## src/rtl/ssr_pkg.sv

```systemverilog
// Constants, field positions and command codes of the status reporter.
// Assumes a single clock domain; shared by design and bench.
package ssr_pkg;

    // ------------------------------------------------------------
    // Widths
    // ------------------------------------------------------------
    localparam int WORD_W = 16;
    localparam int BYTE_W = 8;

    // ------------------------------------------------------------
    // Measurement-warning register layout
    // ------------------------------------------------------------
    localparam int WARN_LIMIT_HIGH_BIT = 12;
    localparam int WARN_LIMIT_LOW_BIT = 11;
    localparam int WARN_CAP_OVERLOAD_BIT = 10;
    localparam int WARN_OVERLOAD_BIT = 9;
    localparam logic [15:0] WARN_USED_MASK = 16'h1e00;
    localparam logic [15:0] OP_LIVE_VALUE = 16'h0000;
    localparam logic [15:0] ENABLE_STORE_MASK = 16'h7fff;
    localparam logic [15:0] MASK16_RESET = 16'h0000;

    // ------------------------------------------------------------
    // Status byte layout
    // ------------------------------------------------------------
    localparam int SB_ERRQ_BIT = 2;
    localparam int SB_WARN_BIT = 3;
    localparam int SB_MAV_BIT = 4;
    localparam int SB_ESB_BIT = 5;
    localparam int SB_RQS_BIT = 6;
    localparam int SB_OPER_BIT = 7;
    localparam logic [7:0] SRE_STORE_MASK = 8'hbf;
    localparam logic [7:0] MASK8_RESET = 8'h00;

    // ------------------------------------------------------------
    // Standard event flag layout
    // ------------------------------------------------------------
    localparam int SE_OPC_BIT = 0;
    localparam int SE_QYE_BIT = 2;
    localparam int SE_DDE_BIT = 3;
    localparam int SE_EXE_BIT = 4;
    localparam int SE_CME_BIT = 5;
    localparam int SE_BUTTON_BIT = 6;
    localparam logic [7:0] SE_RESET = 8'h80;

    // ------------------------------------------------------------
    // Error codes, two's complement
    // ------------------------------------------------------------
    localparam logic [15:0] ERR_NONE = 16'h0000;
    localparam logic [15:0] ERR_COMMAND = 16'hff9c;
    localparam logic [15:0] ERR_EXECUTION = 16'hff38;
    localparam logic [15:0] ERR_SETTINGS = 16'hff23;
    localparam logic [15:0] ERR_RANGE = 16'hff22;
    localparam logic [15:0] ERR_OVERFLOW = 16'hfea2;
    localparam logic [15:0] ERR_INTERRUPTED = 16'hfe66;
    localparam logic [15:0] ERR_UNTERMINATED = 16'hfe5c;
    localparam logic [15:0] ERR_DEADLOCKED = 16'hfe52;
    localparam int ERRQ_DEPTH = 8;

    // ------------------------------------------------------------
    // Commands from the parser
    // ------------------------------------------------------------
    typedef enum logic [4:0] {
        CMD_WARN_COND_Q,
        CMD_WARN_EVENT_Q,
        CMD_WARN_MASK_W,
        CMD_WARN_MASK_Q,
        CMD_OP_COND_Q,
        CMD_OP_EVENT_Q,
        CMD_OP_MASK_W,
        CMD_OP_MASK_Q,
        CMD_STATUS_PRESET,
        CMD_STB_Q,
        CMD_SRE_W,
        CMD_SRE_Q,
        CMD_ESE_W,
        CMD_ESE_Q,
        CMD_ESR_Q,
        CMD_CLEAR_STATUS,
        CMD_OPC,
        CMD_ERROR_Q
    } ssr_cmd_t;

endpackage

```

## src/rtl/ssr_status_reporting.sv

```systemverilog
// Status and event reporting core: event latching, summary byte,
// service request, error queue and single-entry response holder.
// Assumes a parser issuing one-cycle commands on the same clock.
`timescale 1ns/1ps
`default_nettype none

module ssr_status_reporting #(
    parameter int QDEPTH = ssr_pkg::ERRQ_DEPTH
) (
    input wire logic clock,
    input wire logic rst_b,
    input wire logic limitHighFail,
    input wire logic limitLowFail,
    input wire logic capOverload,
    input wire logic overload,
    input wire logic opsBusy,
    input wire logic localButtonRequest,
    input wire logic cmdValid,
    input wire ssr_pkg::ssr_cmd_t cmdCode,
    input wire logic [15:0] cmdData,
    input wire logic msgStart,
    input wire logic rspRead,
    input wire logic errValid,
    input wire logic [15:0] errCode,
    input wire logic pollReq,
    output logic rspValid,
    output logic [15:0] rspData,
    output logic pollValid,
    output logic [7:0] pollData,
    output logic srq
);

    localparam int PTR_W = $clog2(QDEPTH);
    localparam logic [PTR_W:0] Q_LAST = (PTR_W + 1)'(QDEPTH - 1);
    localparam logic [PTR_W:0] Q_FULL = (PTR_W + 1)'(QDEPTH);

    // ------------------------------------------------------------
    // Declarations
    // ------------------------------------------------------------
    logic [15:0] warnLive;
    logic [15:0] warnPrev_reg;
    logic [15:0] warnEvents_reg;
    logic [15:0] warnMask_reg;
    logic [15:0] opPrev_reg;
    logic [15:0] opEvents_reg;
    logic [15:0] opMask_reg;
    logic [7:0] stdFlags_reg;
    logic [7:0] ese_reg;
    logic [7:0] sre_reg;
    logic [7:0] stbNow;
    logic [7:0] seSet;
    logic opcPending_reg;
    logic opcDone;
    logic btnS1_reg;
    logic btnS2_reg;
    logic btnS3_reg;
    logic btnStable_reg;
    logic btnRise;
    logic [15:0] errMem [QDEPTH];
    logic [PTR_W-1:0] wrPtr_reg;
    logic [PTR_W-1:0] rdPtr_reg;
    logic [PTR_W:0] errCount_reg;
    logic [15:0] pushCode;
    logic doPush;
    logic doPop;
    logic isCmd;
    logic clearStatus;
    logic queryHit;
    logic [15:0] queryData;

    function automatic logic [7:0] err_to_flag(input logic [15:0] code);
        logic [7:0] f;
        f = 8'h00;
        unique case (code)
            ssr_pkg::ERR_COMMAND: f[ssr_pkg::SE_CME_BIT] = 1'b1;
            ssr_pkg::ERR_EXECUTION,
            ssr_pkg::ERR_SETTINGS,
            ssr_pkg::ERR_RANGE: f[ssr_pkg::SE_EXE_BIT] = 1'b1;
            ssr_pkg::ERR_OVERFLOW: f[ssr_pkg::SE_DDE_BIT] = 1'b1;
            ssr_pkg::ERR_INTERRUPTED,
            ssr_pkg::ERR_UNTERMINATED,
            ssr_pkg::ERR_DEADLOCKED: f[ssr_pkg::SE_QYE_BIT] = 1'b1;
            default: f = 8'h00;
        endcase
        return f;
    endfunction

    // ------------------------------------------------------------
    // Command decode
    // ------------------------------------------------------------
    assign isCmd = cmdValid;
    assign clearStatus = isCmd && (cmdCode == ssr_pkg::CMD_CLEAR_STATUS);

    // ------------------------------------------------------------
    // Live condition words
    // ------------------------------------------------------------
    always_comb
    begin
        warnLive = 16'h0000;
        warnLive[ssr_pkg::WARN_LIMIT_HIGH_BIT] = limitHighFail;
        warnLive[ssr_pkg::WARN_LIMIT_LOW_BIT] = limitLowFail;
        warnLive[ssr_pkg::WARN_CAP_OVERLOAD_BIT] = capOverload;
        warnLive[ssr_pkg::WARN_OVERLOAD_BIT] = overload;
        warnLive = warnLive & ssr_pkg::WARN_USED_MASK;
    end

    // ------------------------------------------------------------
    // Warning event latch
    // ------------------------------------------------------------
    // Rise sets even in a clearing cycle so no event is lost
    always_ff @(posedge clock or negedge rst_b)
    begin
        if (!rst_b)
        begin
            warnPrev_reg <= 16'h0000;
            warnEvents_reg <= 16'h0000;
        end
        else
        begin
            warnPrev_reg <= warnLive;
            if (clearStatus || (isCmd &&
                cmdCode == ssr_pkg::CMD_WARN_EVENT_Q))
            begin
                warnEvents_reg <= warnLive & ~warnPrev_reg;
            end
            else
            begin
                warnEvents_reg <= warnEvents_reg |
                    (warnLive & ~warnPrev_reg);
            end
        end
    end

    // ------------------------------------------------------------
    // Operation event latch
    // ------------------------------------------------------------
    // Kept structurally alike; its source never asserts
    always_ff @(posedge clock or negedge rst_b)
    begin
        if (!rst_b)
        begin
            opPrev_reg <= 16'h0000;
            opEvents_reg <= 16'h0000;
        end
        else
        begin
            opPrev_reg <= ssr_pkg::OP_LIVE_VALUE;
            if (clearStatus || (isCmd &&
                cmdCode == ssr_pkg::CMD_OP_EVENT_Q))
            begin
                opEvents_reg <= ssr_pkg::OP_LIVE_VALUE & ~opPrev_reg;
            end
            else
            begin
                opEvents_reg <= opEvents_reg |
                    (ssr_pkg::OP_LIVE_VALUE & ~opPrev_reg);
            end
        end
    end

    // ------------------------------------------------------------
    // Enable and mask registers
    // ------------------------------------------------------------
    // Clear status leaves these alone
    always_ff @(posedge clock or negedge rst_b)
    begin
        if (!rst_b)
        begin
            warnMask_reg <= ssr_pkg::MASK16_RESET;
            opMask_reg <= ssr_pkg::MASK16_RESET;
            ese_reg <= ssr_pkg::MASK8_RESET;
            sre_reg <= ssr_pkg::MASK8_RESET;
        end
        else if (isCmd)
        begin
            unique case (cmdCode)
                ssr_pkg::CMD_WARN_MASK_W:
                    warnMask_reg <= cmdData &
                        ssr_pkg::ENABLE_STORE_MASK;
                ssr_pkg::CMD_OP_MASK_W:
                    opMask_reg <= cmdData &
                        ssr_pkg::ENABLE_STORE_MASK;
                ssr_pkg::CMD_STATUS_PRESET:
                begin
                    warnMask_reg <= ssr_pkg::MASK16_RESET;
                    opMask_reg <= ssr_pkg::MASK16_RESET;
                end
                ssr_pkg::CMD_ESE_W:
                    ese_reg <= cmdData[7:0];
                ssr_pkg::CMD_SRE_W:
                    sre_reg <= cmdData[7:0] &
                        ssr_pkg::SRE_STORE_MASK;
                default:
                    ese_reg <= ese_reg;
            endcase
        end
    end

    // ------------------------------------------------------------
    // Local button synchroniser
    // ------------------------------------------------------------
    // A change counts only once second and third stages agree
    always_ff @(posedge clock or negedge rst_b)
    begin
        if (!rst_b)
        begin
            btnS1_reg <= 1'b0;
            btnS2_reg <= 1'b0;
            btnS3_reg <= 1'b0;
            btnStable_reg <= 1'b0;
        end
        else
        begin
            btnS1_reg <= localButtonRequest;
            btnS2_reg <= btnS1_reg;
            btnS3_reg <= btnS2_reg;
            if (btnS2_reg == btnS3_reg)
            begin
                btnStable_reg <= btnS3_reg;
            end
        end
    end

    assign btnRise = (btnS2_reg == btnS3_reg) && btnS3_reg &&
        !btnStable_reg;

    // ------------------------------------------------------------
    // Operation complete tracking
    // ------------------------------------------------------------
    assign opcDone = opcPending_reg && !opsBusy;

    always_ff @(posedge clock or negedge rst_b)
    begin
        if (!rst_b)
        begin
            opcPending_reg <= 1'b0;
        end
        else if (isCmd && cmdCode == ssr_pkg::CMD_OPC)
        begin
            opcPending_reg <= 1'b1;
        end
        else if (opcDone || clearStatus)
        begin
            opcPending_reg <= 1'b0;
        end
    end

    // ------------------------------------------------------------
    // Standard event flags
    // ------------------------------------------------------------
    always_comb
    begin
        seSet = 8'h00;
        seSet[ssr_pkg::SE_OPC_BIT] = opcDone;
        seSet[ssr_pkg::SE_BUTTON_BIT] = btnRise;
        if (doPush)
        begin
            seSet = seSet | err_to_flag(pushCode);
        end
    end

    // Power-on flag comes from the reset constant
    always_ff @(posedge clock or negedge rst_b)
    begin
        if (!rst_b)
        begin
            stdFlags_reg <= ssr_pkg::SE_RESET;
        end
        else if (clearStatus || (isCmd &&
            cmdCode == ssr_pkg::CMD_ESR_Q))
        begin
            stdFlags_reg <= seSet;
        end
        else
        begin
            stdFlags_reg <= stdFlags_reg | seSet;
        end
    end

    // ------------------------------------------------------------
    // Error queue
    // ------------------------------------------------------------
    // Last slot is reserved for the overflow code
    assign doPop = isCmd && (cmdCode == ssr_pkg::CMD_ERROR_Q) &&
        (errCount_reg != '0);
    assign doPush = errValid && (errCount_reg < Q_FULL) &&
        !clearStatus;
    assign pushCode = (errCount_reg == Q_LAST) ?
        ssr_pkg::ERR_OVERFLOW : errCode;

    always_ff @(posedge clock or negedge rst_b)
    begin
        if (!rst_b)
        begin
            wrPtr_reg <= '0;
            rdPtr_reg <= '0;
            errCount_reg <= '0;
        end
        else if (clearStatus)
        begin
            wrPtr_reg <= '0;
            rdPtr_reg <= '0;
            errCount_reg <= '0;
        end
        else
        begin
            if (doPush)
            begin
                wrPtr_reg <= wrPtr_reg + 1'b1;
            end
            if (doPop)
            begin
                rdPtr_reg <= rdPtr_reg + 1'b1;
            end
            if (doPush && !doPop)
            begin
                errCount_reg <= errCount_reg + 1'b1;
            end
            else if (doPop && !doPush)
            begin
                errCount_reg <= errCount_reg - 1'b1;
            end
        end
    end

    always_ff @(posedge clock)
    begin
        if (doPush)
        begin
            errMem[wrPtr_reg] <= pushCode;
        end
    end

    // ------------------------------------------------------------
    // Status byte and service request
    // ------------------------------------------------------------
    always_comb
    begin
        stbNow = 8'h00;
        stbNow[ssr_pkg::SB_ERRQ_BIT] = (errCount_reg != '0);
        stbNow[ssr_pkg::SB_WARN_BIT] =
            |(warnEvents_reg & warnMask_reg);
        stbNow[ssr_pkg::SB_MAV_BIT] = rspValid;
        stbNow[ssr_pkg::SB_ESB_BIT] = |(stdFlags_reg & ese_reg);
        stbNow[ssr_pkg::SB_OPER_BIT] =
            |(opEvents_reg & opMask_reg);
        stbNow[ssr_pkg::SB_RQS_BIT] = |(stbNow & sre_reg);
    end

    always_ff @(posedge clock or negedge rst_b)
    begin
        if (!rst_b)
        begin
            srq <= 1'b0;
        end
        else
        begin
            srq <= stbNow[ssr_pkg::SB_RQS_BIT];
        end
    end

    always_ff @(posedge clock or negedge rst_b)
    begin
        if (!rst_b)
        begin
            pollValid <= 1'b0;
            pollData <= 8'h00;
        end
        else
        begin
            pollValid <= pollReq;
            if (pollReq)
            begin
                pollData <= stbNow;
            end
        end
    end

    // ------------------------------------------------------------
    // Query answers
    // ------------------------------------------------------------
    always_comb
    begin
        queryHit = isCmd;
        queryData = 16'h0000;
        unique case (cmdCode)
            ssr_pkg::CMD_WARN_COND_Q: queryData = warnLive;
            ssr_pkg::CMD_WARN_EVENT_Q: queryData = warnEvents_reg;
            ssr_pkg::CMD_WARN_MASK_Q: queryData = warnMask_reg;
            ssr_pkg::CMD_OP_COND_Q: queryData = ssr_pkg::OP_LIVE_VALUE;
            ssr_pkg::CMD_OP_EVENT_Q: queryData = opEvents_reg;
            ssr_pkg::CMD_OP_MASK_Q: queryData = opMask_reg;
            ssr_pkg::CMD_STB_Q: queryData = {8'h00, stbNow};
            ssr_pkg::CMD_SRE_Q: queryData = {8'h00, sre_reg};
            ssr_pkg::CMD_ESE_Q: queryData = {8'h00, ese_reg};
            ssr_pkg::CMD_ESR_Q: queryData = {8'h00, stdFlags_reg};
            ssr_pkg::CMD_ERROR_Q:
                queryData = doPop ? errMem[rdPtr_reg] :
                    ssr_pkg::ERR_NONE;
            default: queryHit = 1'b0;
        endcase
    end

    // ------------------------------------------------------------
    // Response holder
    // ------------------------------------------------------------
    // One entry only: an unread answer is lost to the next message
    always_ff @(posedge clock or negedge rst_b)
    begin
        if (!rst_b)
        begin
            rspValid <= 1'b0;
            rspData <= 16'h0000;
        end
        else if (queryHit)
        begin
            rspValid <= 1'b1;
            rspData <= queryData;
        end
        else if (msgStart || rspRead)
        begin
            rspValid <= 1'b0;
            rspData <= 16'h0000;
        end
    end

endmodule

`default_nettype wire

```

## config.mk

```make
export PLATFORM = sky130hd
export DESIGN_NAME = ssr_status_reporting
export DESIGN_NICKNAME = d
export VERILOG_FILES = /design/src/rtl/ssr_pkg.sv /design/src/rtl/ssr_status_reporting.sv
export SDC_FILE = /design/constraint.sdc
export NUM_CORES = 1
export LEC_CHECK = 0
export BUFFER_PORTS_ARGS = -buffer_cell sky130_fd_sc_hd__buf_4
export CAP_MARGIN = 20
export CELL_PAD_IN_SITES_DETAIL_PLACEMENT = 0
export CELL_PAD_IN_SITES_GLOBAL_PLACEMENT = 1
export CORE_MARGIN = 1.5
export CORE_UTILIZATION = 50
export CTS_CLUSTER_DIAMETER = 150
export DETAILED_ROUTE_END_ITERATION = 8
export HOLD_SLACK_MARGIN = 0.12
export PLACE_DENSITY_LB_ADDON = 0.1
export SYNTH_ARGS = -nofsm -noshare
export SYNTH_HDL_FRONTEND = slang
export SYNTH_SLANG_ARGS = --single-unit
```

## constraint.sdc

```tcl
create_clock -name clock -period 4.23 [get_ports clock]
set_clock_uncertainty 0.1 [all_clocks]
set_input_delay 0.846 -clock clock [delete_from_list [all_inputs] [get_ports clock]]
set_output_delay 0.846 -clock clock [all_outputs]
set_load 0.005 [all_outputs]
```

==> results of run 1 <==
==> report_power, final <==
group / total (uW) / internal (uW) / switching (uW) / leakage (uW)
clock network: 2220 / 1380 / 845 / 0.000415
registers: 2720 / 2530 / 187 / 0.00239
logic: 801 / 406 / 394 / 0.00163
==> routing by layer <==
metal | vias to the layer above | share of wire [%] | GRT usage (%)
met3 | 42 | 4.6 | 3.16
met1 | 3050 | 44 | 31.3
met4 | 0 | 2.8 | 7.00
met2 | 180 | 48 | 37.9
met5 | - | 0 | 0
li1 | 2790 | - | -
==> worst paths after layout <==
kind / end / cells after the start / from / slack (ns)
setup / recovery: errCount_reg[3]$_DFFE_PN0P_ / 10 / errCount_reg[0]$_DFFE_PN0P_ / 1.40
hold / removal: errCount_reg[2]$_DFFE_PN0P_ / 1 / rst_b / 0.18
setup reg to reg: errCount_reg[3]$_DFFE_PN0P_ / 10 / errCount_reg[0]$_DFFE_PN0P_ / 1.40
hold reg to reg: btnS2_reg$_DFF_PN0_ / 0 / btnS1_reg$_DFF_PN0_ / 0.28
max in group asynchronous: rspData[3]$_DFFE_PN0P_ / 3 / rst_b / 3.02
min in group clock: btnS2_reg$_DFF_PN0_ / 0 / btnS1_reg$_DFF_PN0_ / 0.28
==> cell usage after synthesis, types with 8 or more instances <==
master	number	share of area, %
o21ai_0	47	2.4
nor3_1	8	0.41
a21oi_1	9	0.46
and2_1	9	0.58
a22o_1	12	1.1
edfxtp_1	128	40
clkbuf_1	14	0.54
nand2b_1	19	1.2
mux4_2	27	6.3
nor2_1	34	1.3
a22oi_1	39	3.0
dfrtp_1	98	25
inv_1	13	0.50
nand2_1	84	3.2
mux2i_1	22	2.3
buf_4	10	0.77
mux2_2	18	2.1
buf_2	13	0.67
==> worst max-delay path, cell delays in order (launching register included) <==
cell and delay (ns):
dfrtp_1 0.44, nor4_1 0.61, or4_1 0.22, buf_4 0.24
nand2_1 0.14, ha_1 0.28, a21o_1 0.17, a21o_1 0.19
nor4_1 0.17, a31oi_1 0.07, a21oi_1 0.15
==> layout by cell type, fill, tap and decap left out, types with 3 or more instances in the layout <==
master     instances
clkbuf_16         24
a22oi_1           39
bufinv_16          5
nand4_1            6
mux4_2            27
a221o_1            7
nand2b_1          19
conb_1             3
mux2_2            18
o21ai_0           47
clkinv_2           4
nand3_1            5
xor2_1             3
or4_1              3
ha_1               5
clkbuf_1           3
a31oi_1            4
nor2_1            32
nand2_1           84
dfrtp_1           97
mux2i_1           22
o211ai_1           5
xnor2_1            4
a22o_1            12
and2_1             9
buf_4             90
edfxtp_1         128
a21oi_1            9
inv_1             13
nor2b_1            7
nor3_1             4
clkinv_1           5
nor2_2             3
nor4_1             3
==> per-stage QoR <==
stage                     power (uW)  utilization (%)
after CTS                       5760             60.3
after detailed placement        3540             55.8
after floorplan                 3260                -
final                           5740             60.7
after global routing            5980             60.7
after global placement          3500             55.8
==> cell type report <==
type                       count  area, um2  share of cell area, %
clock buffer                  29        639                   5.58
timing repair buffer          93        746                   6.51
multi-input combinational    420       3170                   27.7
clock inverter                15        205                   1.79
sequential                   227       6320                   55.2
inverter                      13       48.8                  0.426
tap                          260        325                   2.84
==> kinds of logic after synthesis <==
| logic type | after synthesis | share of synthesized area [%] |
|---|---|---|
| xor+xnor | 8 | 0.915 |
| buf+inv | 53 | 2.68 |
| simple gates | 195 | 9.86 |
| compound gates | 141 | 9.88 |
| other cells | 1 | 0.0386 |
| flops | 227 | 65.1 |
| mux | 67 | 10.6 |
| fa+ha+maj | 6 | 0.851 |
==> impl_metrics.toml, run 1 <==
[run_status]
status = "complete, no violations"

[floorplan]
die-area_mm2 = 0.0203
io_pins = 77
rows = 50
die_w_um = 142
core_area_mm2 = 0.0189
die_y_um = 142
initial_utilization_pct = 51.4

[worst_setup_path]
cp.arrival_ns = 3.19
crit_fanout = 16
crit_required_ns = 4.59
worstSetupEndpointType = "flip-flop"
path_class = "reg2reg"
start_kind = "flip-flop"

[route]
viasPerCell = 5.74
vias = 6062
drt_iter0_drc = 439
wl_per_cell_um = 21.2
drt_wl_total_mm = 22.4
drcViolationCount = 0
ant_nets = 0
dr.pass1.iters = 5

[cells_and_area]
reg_top3 = "errMem (128), rspData (16)"
area_growth_pct = 18.1
finalNetCount = 835
final_cell_area_mm2 = 0.0115
largest_register_ffs = 128
n_antenna_cell = 0
drive_gt1_share_pct = 24.1
final_cells = 1057
fillers = 1502
top_register = "errMem"

[placed_design]
post-place-ws_ns = 0.968
io_buffers = 72
placed_cells = 1010
place_area_mm2 = 0.0105
place_hpwl_mm = 15.0
place.gp.congestion = 0.817

[clock_tree]
post-cts-setup-buffers = 0
post_cts_resized = 0
clock-root-buffer = "clkbuf_16"
cts_tree = "yes"
clock_sinks = 227
cts_buffers = 24
htree_levels = 1
cts_buffer_depth = 3
clkTransAtPathRegs_ns = 0.06
cts-hold-fix-buffers = 0
worstSkewPairLatency_ns = 0.53

[timing]
worst_pin_slew_ns = 1.05
setup_viol = 0
finalWorstSetupSlack_ns = 1.40
relSlewSlack_pct = 29.5
tns_ns = 0
finalHoldViolCount = 0
fmax_mhz = 353
hold_slack_ns = 0.183
rsz0062_at_grt = "no"
finalMaxSlewViolations = 0
period_share_pct = 67.0
layout_min_cycle_time_ns = 2.83

[grt]
gr-total-overflow = 0
grt_pass1_wl_mm = 34.3
grt_pass1_vias = 6096
antenna_found_initial = 0
grt_max_degree = 82
grtUsageTotal_pct = 22.7

[worst_hold_path]
hold_class = "in2async"

[synth]
synth-seq-cells = 227
synth-main-ff-cell = "edfxtp_1"
netlist_area_mm2 = 0.00970
yosysSeqAreaShare_pct = 65.1
yosys.cell_types.count = 60
yosysWarnings = 0
avgSynthCellArea_um2 = 13.9
async_flop_share_pct = 43.6
synthCells = 698
synth_edf_count = 128

[power]
p_per_area_mw_per_mm2 = 501
cellLeakagePower_uw = 0.00444
ir_worst_vdd_uv = 398

[run]
max_cap_viol_count = 0
(Power assumes the default switching activity.)
==> inputs of run 2 (changes only) <==
- clock period: 4.23 -> 3 ns (I/O delays scaled with it)
==> impl_metrics.toml, run 2 (synthesized netlist as in run 1, its figures left out) <==
[cells_and_area]
area_growth_pct = 18.4
n_antenna_cell = 0
final_cell_mix = "edfxtp_1, buf_4, dfrtp_1"
layout_commonest_cell = "edfxtp_1"
finalNetCount = 855
final_cell_area_mm2 = 0.0115
top_register = "errMem"
drive_gt1_share_pct = 24.6
reg_top3 = "errMem (128), rspData (16)"
largest_register_ffs = 128
fillers = 1508

[timing]
setup_viol = 0
fmax_mhz = 396
finalMaxSlewViolations = 0
worst_pin_slew_ns = 0.636
tns_ns = 0
rsz0062_at_grt = "no"
layout_min_cycle_time_ns = 2.53
relSlewSlack_pct = 57.6
finalHoldViolCount = 0
period_share_pct = 84.2

[worst_setup_path]
worstSetupEndpointType = "flip-flop"
r2r_start = "errCount_reg[0]$_DFFE_PN0P_"
crit_chain = "nor4_1 -> buf_4 -> or4_1 -> nand2_1 -> ha_1 -> a21o_1 -> a21o_1 -> nor4_1 -> a31oi_1 -> a21oi_1"
crit_fanout = 6
endpoint = "errCount_reg[3]$_DFFE_PN0P_"
path_class = "reg2reg"
cpPeakStageDelay_ns = 0.56
cp-startpoint = "errCount_reg[0]$_DFFE_PN0P_"
reg2reg_to = "errCount_reg[3]$_DFFE_PN0P_"
cp.arrival_ns = 2.89
crit_required_ns = 3.37
start_kind = "flip-flop"
rr_worst_depth = 10
cp_slowest_cell = "or4_1"
rrSetupSlack_ns = 0.47

[clock_tree]
post_cts_resized = 0
clock_sinks = 227
cts-hold-fix-buffers = 6
htree_levels = 1
post-cts-setup-buffers = 0
worstSkewPairLatency_ns = 0.54
cts_buffer_depth = 3
clkTransAtPathRegs_ns = 0.06
clock-root-buffer = "clkbuf_16"
cts_tree = "yes"
cts_buffers = 25

[power]
ir_worst_vdd_uv = 476
cellLeakagePower_uw = 0.00447
power.total_uw = 7780
p_per_area_mw_per_mm2 = 677

[floorplan]
initial_utilization_pct = 51.4
io_pins = 77
die-area_mm2 = 0.0203
core_area_mm2 = 0.0189
die_w_um = 142
die_y_um = 142
rows = 50

[placed_design]
io_buffers = 72
place_area_mm2 = 0.0107
place_hpwl_mm = 15.5
place.gp.congestion = 0.900

[run_status]
status = "complete, no violations"

[route]
wl_per_cell_um = 21.0
drt_iter0_drc = 406
ant_nets = 0
dr.pass1.iters = 5
viasPerCell = 5.70
vias = 6130
drcViolationCount = 0
drt_wl_total_mm = 22.6

[worst_hold_path]
hold_class = "in2reg"

[grt]
grtUsageTotal_pct = 23.2
antenna_found_initial = 0
grt_pass1_vias = 6333
gr-total-overflow = 0
grt_pass1_wl_mm = 35.4
grt_max_degree = 79

[run]
max_cap_viol_count = 0
## run 2: cell count changes in the layout (fill, tap and decap cells not counted), sizes merged
cell,previous run,this run
inv,13,14
clkinvlp,0,3
clkbuf,29,34
buf,93,106
bufinv,5,0
clkinv,10,6
dlygate4sd3,0,6
## run 2: where the power goes
part           leakage [uW]  switching, uW  internal (uW)
clock network      0.000361           1200           1610
logic               0.00172            567            563
registers           0.00239            263           3570
## run 2: how the worst min path moves through the flow
stage | start | end | depth (start not counted)
2_1_floorplan | rst_b | btnS1_reg$_DFF_PN0_ | 0
3_3_place_gp | btnS1_reg$_DFF_PN0_ | btnS2_reg$_DFF_PN0_ | 0
3_5_place_dp | btnS1_reg$_DFF_PN0_ | btnS2_reg$_DFF_PN0_ | 0
4_1_cts | pollReq | pollValid$_DFF_PN0_ | 1
5_1_grt | pollReq | pollValid$_DFF_PN0_ | 1
6_report | pollReq | pollValid$_DFF_PN0_ | 1
## run 2: critical path: cells and delay by family (launching register included)
family	cells	cell delay, ns
flops	1	0.43
simple gates	4	0.95
compound gates	4	0.57
buf+inv	1	0.15
fa+ha+maj	1	0.24
## run 2: layer usage
metal | global-route usage, % | share of wire, %
met5 | 0 | 0
met4 | 7.54 | 3.0
met3 | 3.20 | 5.0
met2 | 39.9 | 50
met1 | 30.9 | 42
## run 2: layout make-up
type / count / area, um2 / share of cell area [%]
clock buffer: 34 / 689 / 6.00
clock inverter: 10 / 67.6 / 0.588
inverter: 13 / 48.8 / 0.425
multi-input combinational: 420 / 3170 / 27.6
sequential: 227 / 6320 / 55.0
tap: 260 / 325 / 2.83
timing repair buffer: 112 / 868 / 7.55
## run 2: through the flow
stage / setup slack, ns / hold slack [ns] / util (%) / std cells
2_1_floorplan: 0.0133 / 0.204 / - / 700
3_3_place_gp: 0.203 / 0.239 / 56.5 / 1026
3_5_place_dp: 0.212 / 0.242 / 56.5 / 1026
4_1_cts: 0.472 / 0.144 / 60.8 / 1076
5_1_grt: 0.347 / 0.154 / 60.8 / 1076
6_report: 0.473 / 0.160 / 60.8 / 1076
==> inputs of run 3 (changes only) <==
- CORE_UTILIZATION: 50 -> 45
- clock period: 3 -> 2.1 ns (I/O delays scaled with it)
==> impl_metrics.toml, run 3 (synthesized netlist as in run 1, its figures left out) <==
[run]
max_cap_viol_count = 0

[worst_setup_path]
rrSetupSlack_ns = -0.17
crit_required_ns = 2.45
cp-startpoint = "errCount_reg[0]$_DFFE_PN0P_"
crit_fanout = 3
path_class = "reg2reg"
cp.arrival_ns = 2.63
start_kind = "flip-flop"
worstSetupEndpointType = "flip-flop"
r2r_start = "errCount_reg[0]$_DFFE_PN0P_"

[cells_and_area]
drive_gt1_share_pct = 31.4
final_cell_mix = "buf_4, edfxtp_1, dfrtp_1"
n_antenna_cell = 0
reg_top3 = "errMem (128), rspData (16)"
finalNetCount = 928
area_growth_pct = 28.1
largest_register_ffs = 128
top_register = "errMem"
layout_commonest_cell = "buf_4"

[timing]
rsz0062_at_grt = "yes"
finalHoldViolCount = 0
fmax_mhz = 440
layout_min_cycle_time_ns = 2.27
finalMaxSlewViolations = 0
setup_viol = 4
period_share_pct = 108
hold_slack_ns = 0.162
relSlewSlack_pct = 38.7
worst_pin_slew_ns = 0.912
finalWorstSetupSlack_ns = -0.172

[route]
top_layer_used = "met4"
drt-met1-wl_mm = 10.9
viasPerCell = 5.54
dr_wl_met2_mm = 11.7
drt_iter0_drc = 398
dr.pass1.iters = 4
drt_wl_total_mm = 24.2
drcViolationCount = 0
vias = 6457
wl_per_cell_um = 20.8
wl_met3_mm = 1.12
ant_nets = 0

[power]
comb_power_share_pct = 19.1
clockPowerShare_pct = 34.3
p_per_area_mw_per_mm2 = 942
power.total_uw = 11700
switching_share_pct = 27.3
ir_worst_vdd_uv = 726
p_sw_uw = 3200
intPower_uw = 8520
power_frac_seq_pct = 46.6
cellLeakagePower_uw = 0.00489

[clock_tree]
htree_levels = 1
worstSkewPairLatency_ns = 0.53
cts_tree = "yes"
clock_sinks = 227
clock-root-buffer = "clkbuf_16"
clkTransAtPathRegs_ns = 0.06
cts_buffer_depth = 3
cts_buffers = 25

[placed_design]
place_hpwl_mm = 16.9
place.gp.congestion = 0.855
io_buffers = 72

[grt]
grt_max_degree = 34
grtUsageTotal_pct = 22.2
grt_pass1_wl_mm = 37.6
antenna_found_initial = 0
gr-total-overflow = 0
grt_pass1_vias = 6539

[floorplan]
die-area_mm2 = 0.0225
io_pins = 77
core_area_mm2 = 0.0211
die_y_um = 150
initial_utilization_pct = 46.0
rows = 53
die_w_um = 150

[worst_hold_path]
hold_class = "in2reg"
hp-start = "cmdValid"

[run_status]
status = "finished with violations"
failed_checks = "setup timing"
-- run 3: final cells by class --
cell class                      count  area, um2
Tap cell                          275        344
Sequential cell                   227       6320
Inverter                           13       48.8
Timing Repair Buffer              185       1640
Multi-Input combinational cell    420       3310
Fill cell                        1685       8650
Clock buffer                       29        651
Clock inverter                     17        113
-- run 3: final timing paths --
path                                                     end  cells past startpoint
worst max-delay path             errCount_reg[3]$_DFFE_PN0P_                      9
worst min-delay path                    rspValid$_DFFE_PN0P_                      3
worst max register to register   errCount_reg[3]$_DFFE_PN0P_                      9
worst min register to register           btnS2_reg$_DFF_PN0_                      0
max in group asynchronous        stdFlags_reg[7]$_DFFE_PN1P_                      3
min in group asynchronous       warnEvents_reg[11]$_DFF_PN0_                      2
-- run 3: worst max-delay path, stage by stage (launching register included) --
cell	delay, ns
dfrtp_1	0.43
nor4_4	0.08
or4_4	0.54
nand2_4	0.10
ha_4	0.19
a21o_1	0.17
a21o_1	0.20
nor4_1	0.17
a31oi_1	0.07
a21oi_1	0.15
-- run 3: through the flow --
step | setup slack [ns] | instance area (um2) | cells | TNS, ns | util [%]
3_3_place_gp | -0.387 | 11300 | 1083 | -22.33 | 53.4
5_1_grt | -0.240 | 12400 | 1166 | -0.921 | 59.0
3_5_place_dp | -0.359 | 11300 | 1083 | -27.17 | 53.4
2_1_floorplan | -0.505 | 9840 | 700 | -5.68 | -
6_report | -0.172 | 12400 | 1166 | -0.331 | 59.0
4_1_cts | -0.140 | 12300 | 1155 | -0.226 | 58.3
-- run 3: routing by layer --
layer  GRT usage [%]  vias up
li1                -     2974
met1            31.4     3285
met2            36.5      163
met5               0        -
met4            5.25        0
met3            3.14       35
-- run 3: power groups by stage --
stage / clock, uW / combinational (uW) / sequential (uW)
2_1_floorplan: 0 / 1220 / 5430
3_3_place_gp: 0 / 1930 / 5530
3_5_place_dp: 0 / 1990 / 5520
4_1_cts: 4110 / 2060 / 5450
5_1_grt: 4280 / 2440 / 5510
6_report: 4020 / 2240 / 5460
-- run 3: what timing repair did --
| action | 4_1_cts | 5_1_grt |
|---|---|---|
| gates cloned | 0 | 0 |
| pin swaps | 0 | 2 |
| buffers inserted | 1 | 11 |
| hold buffers | 25 | 0 |
| endpoints found under the hold margin | 161 | 0 |
| resized for setup | 6 | 10 |
| setup endpoints to repair | 18 | 20 |
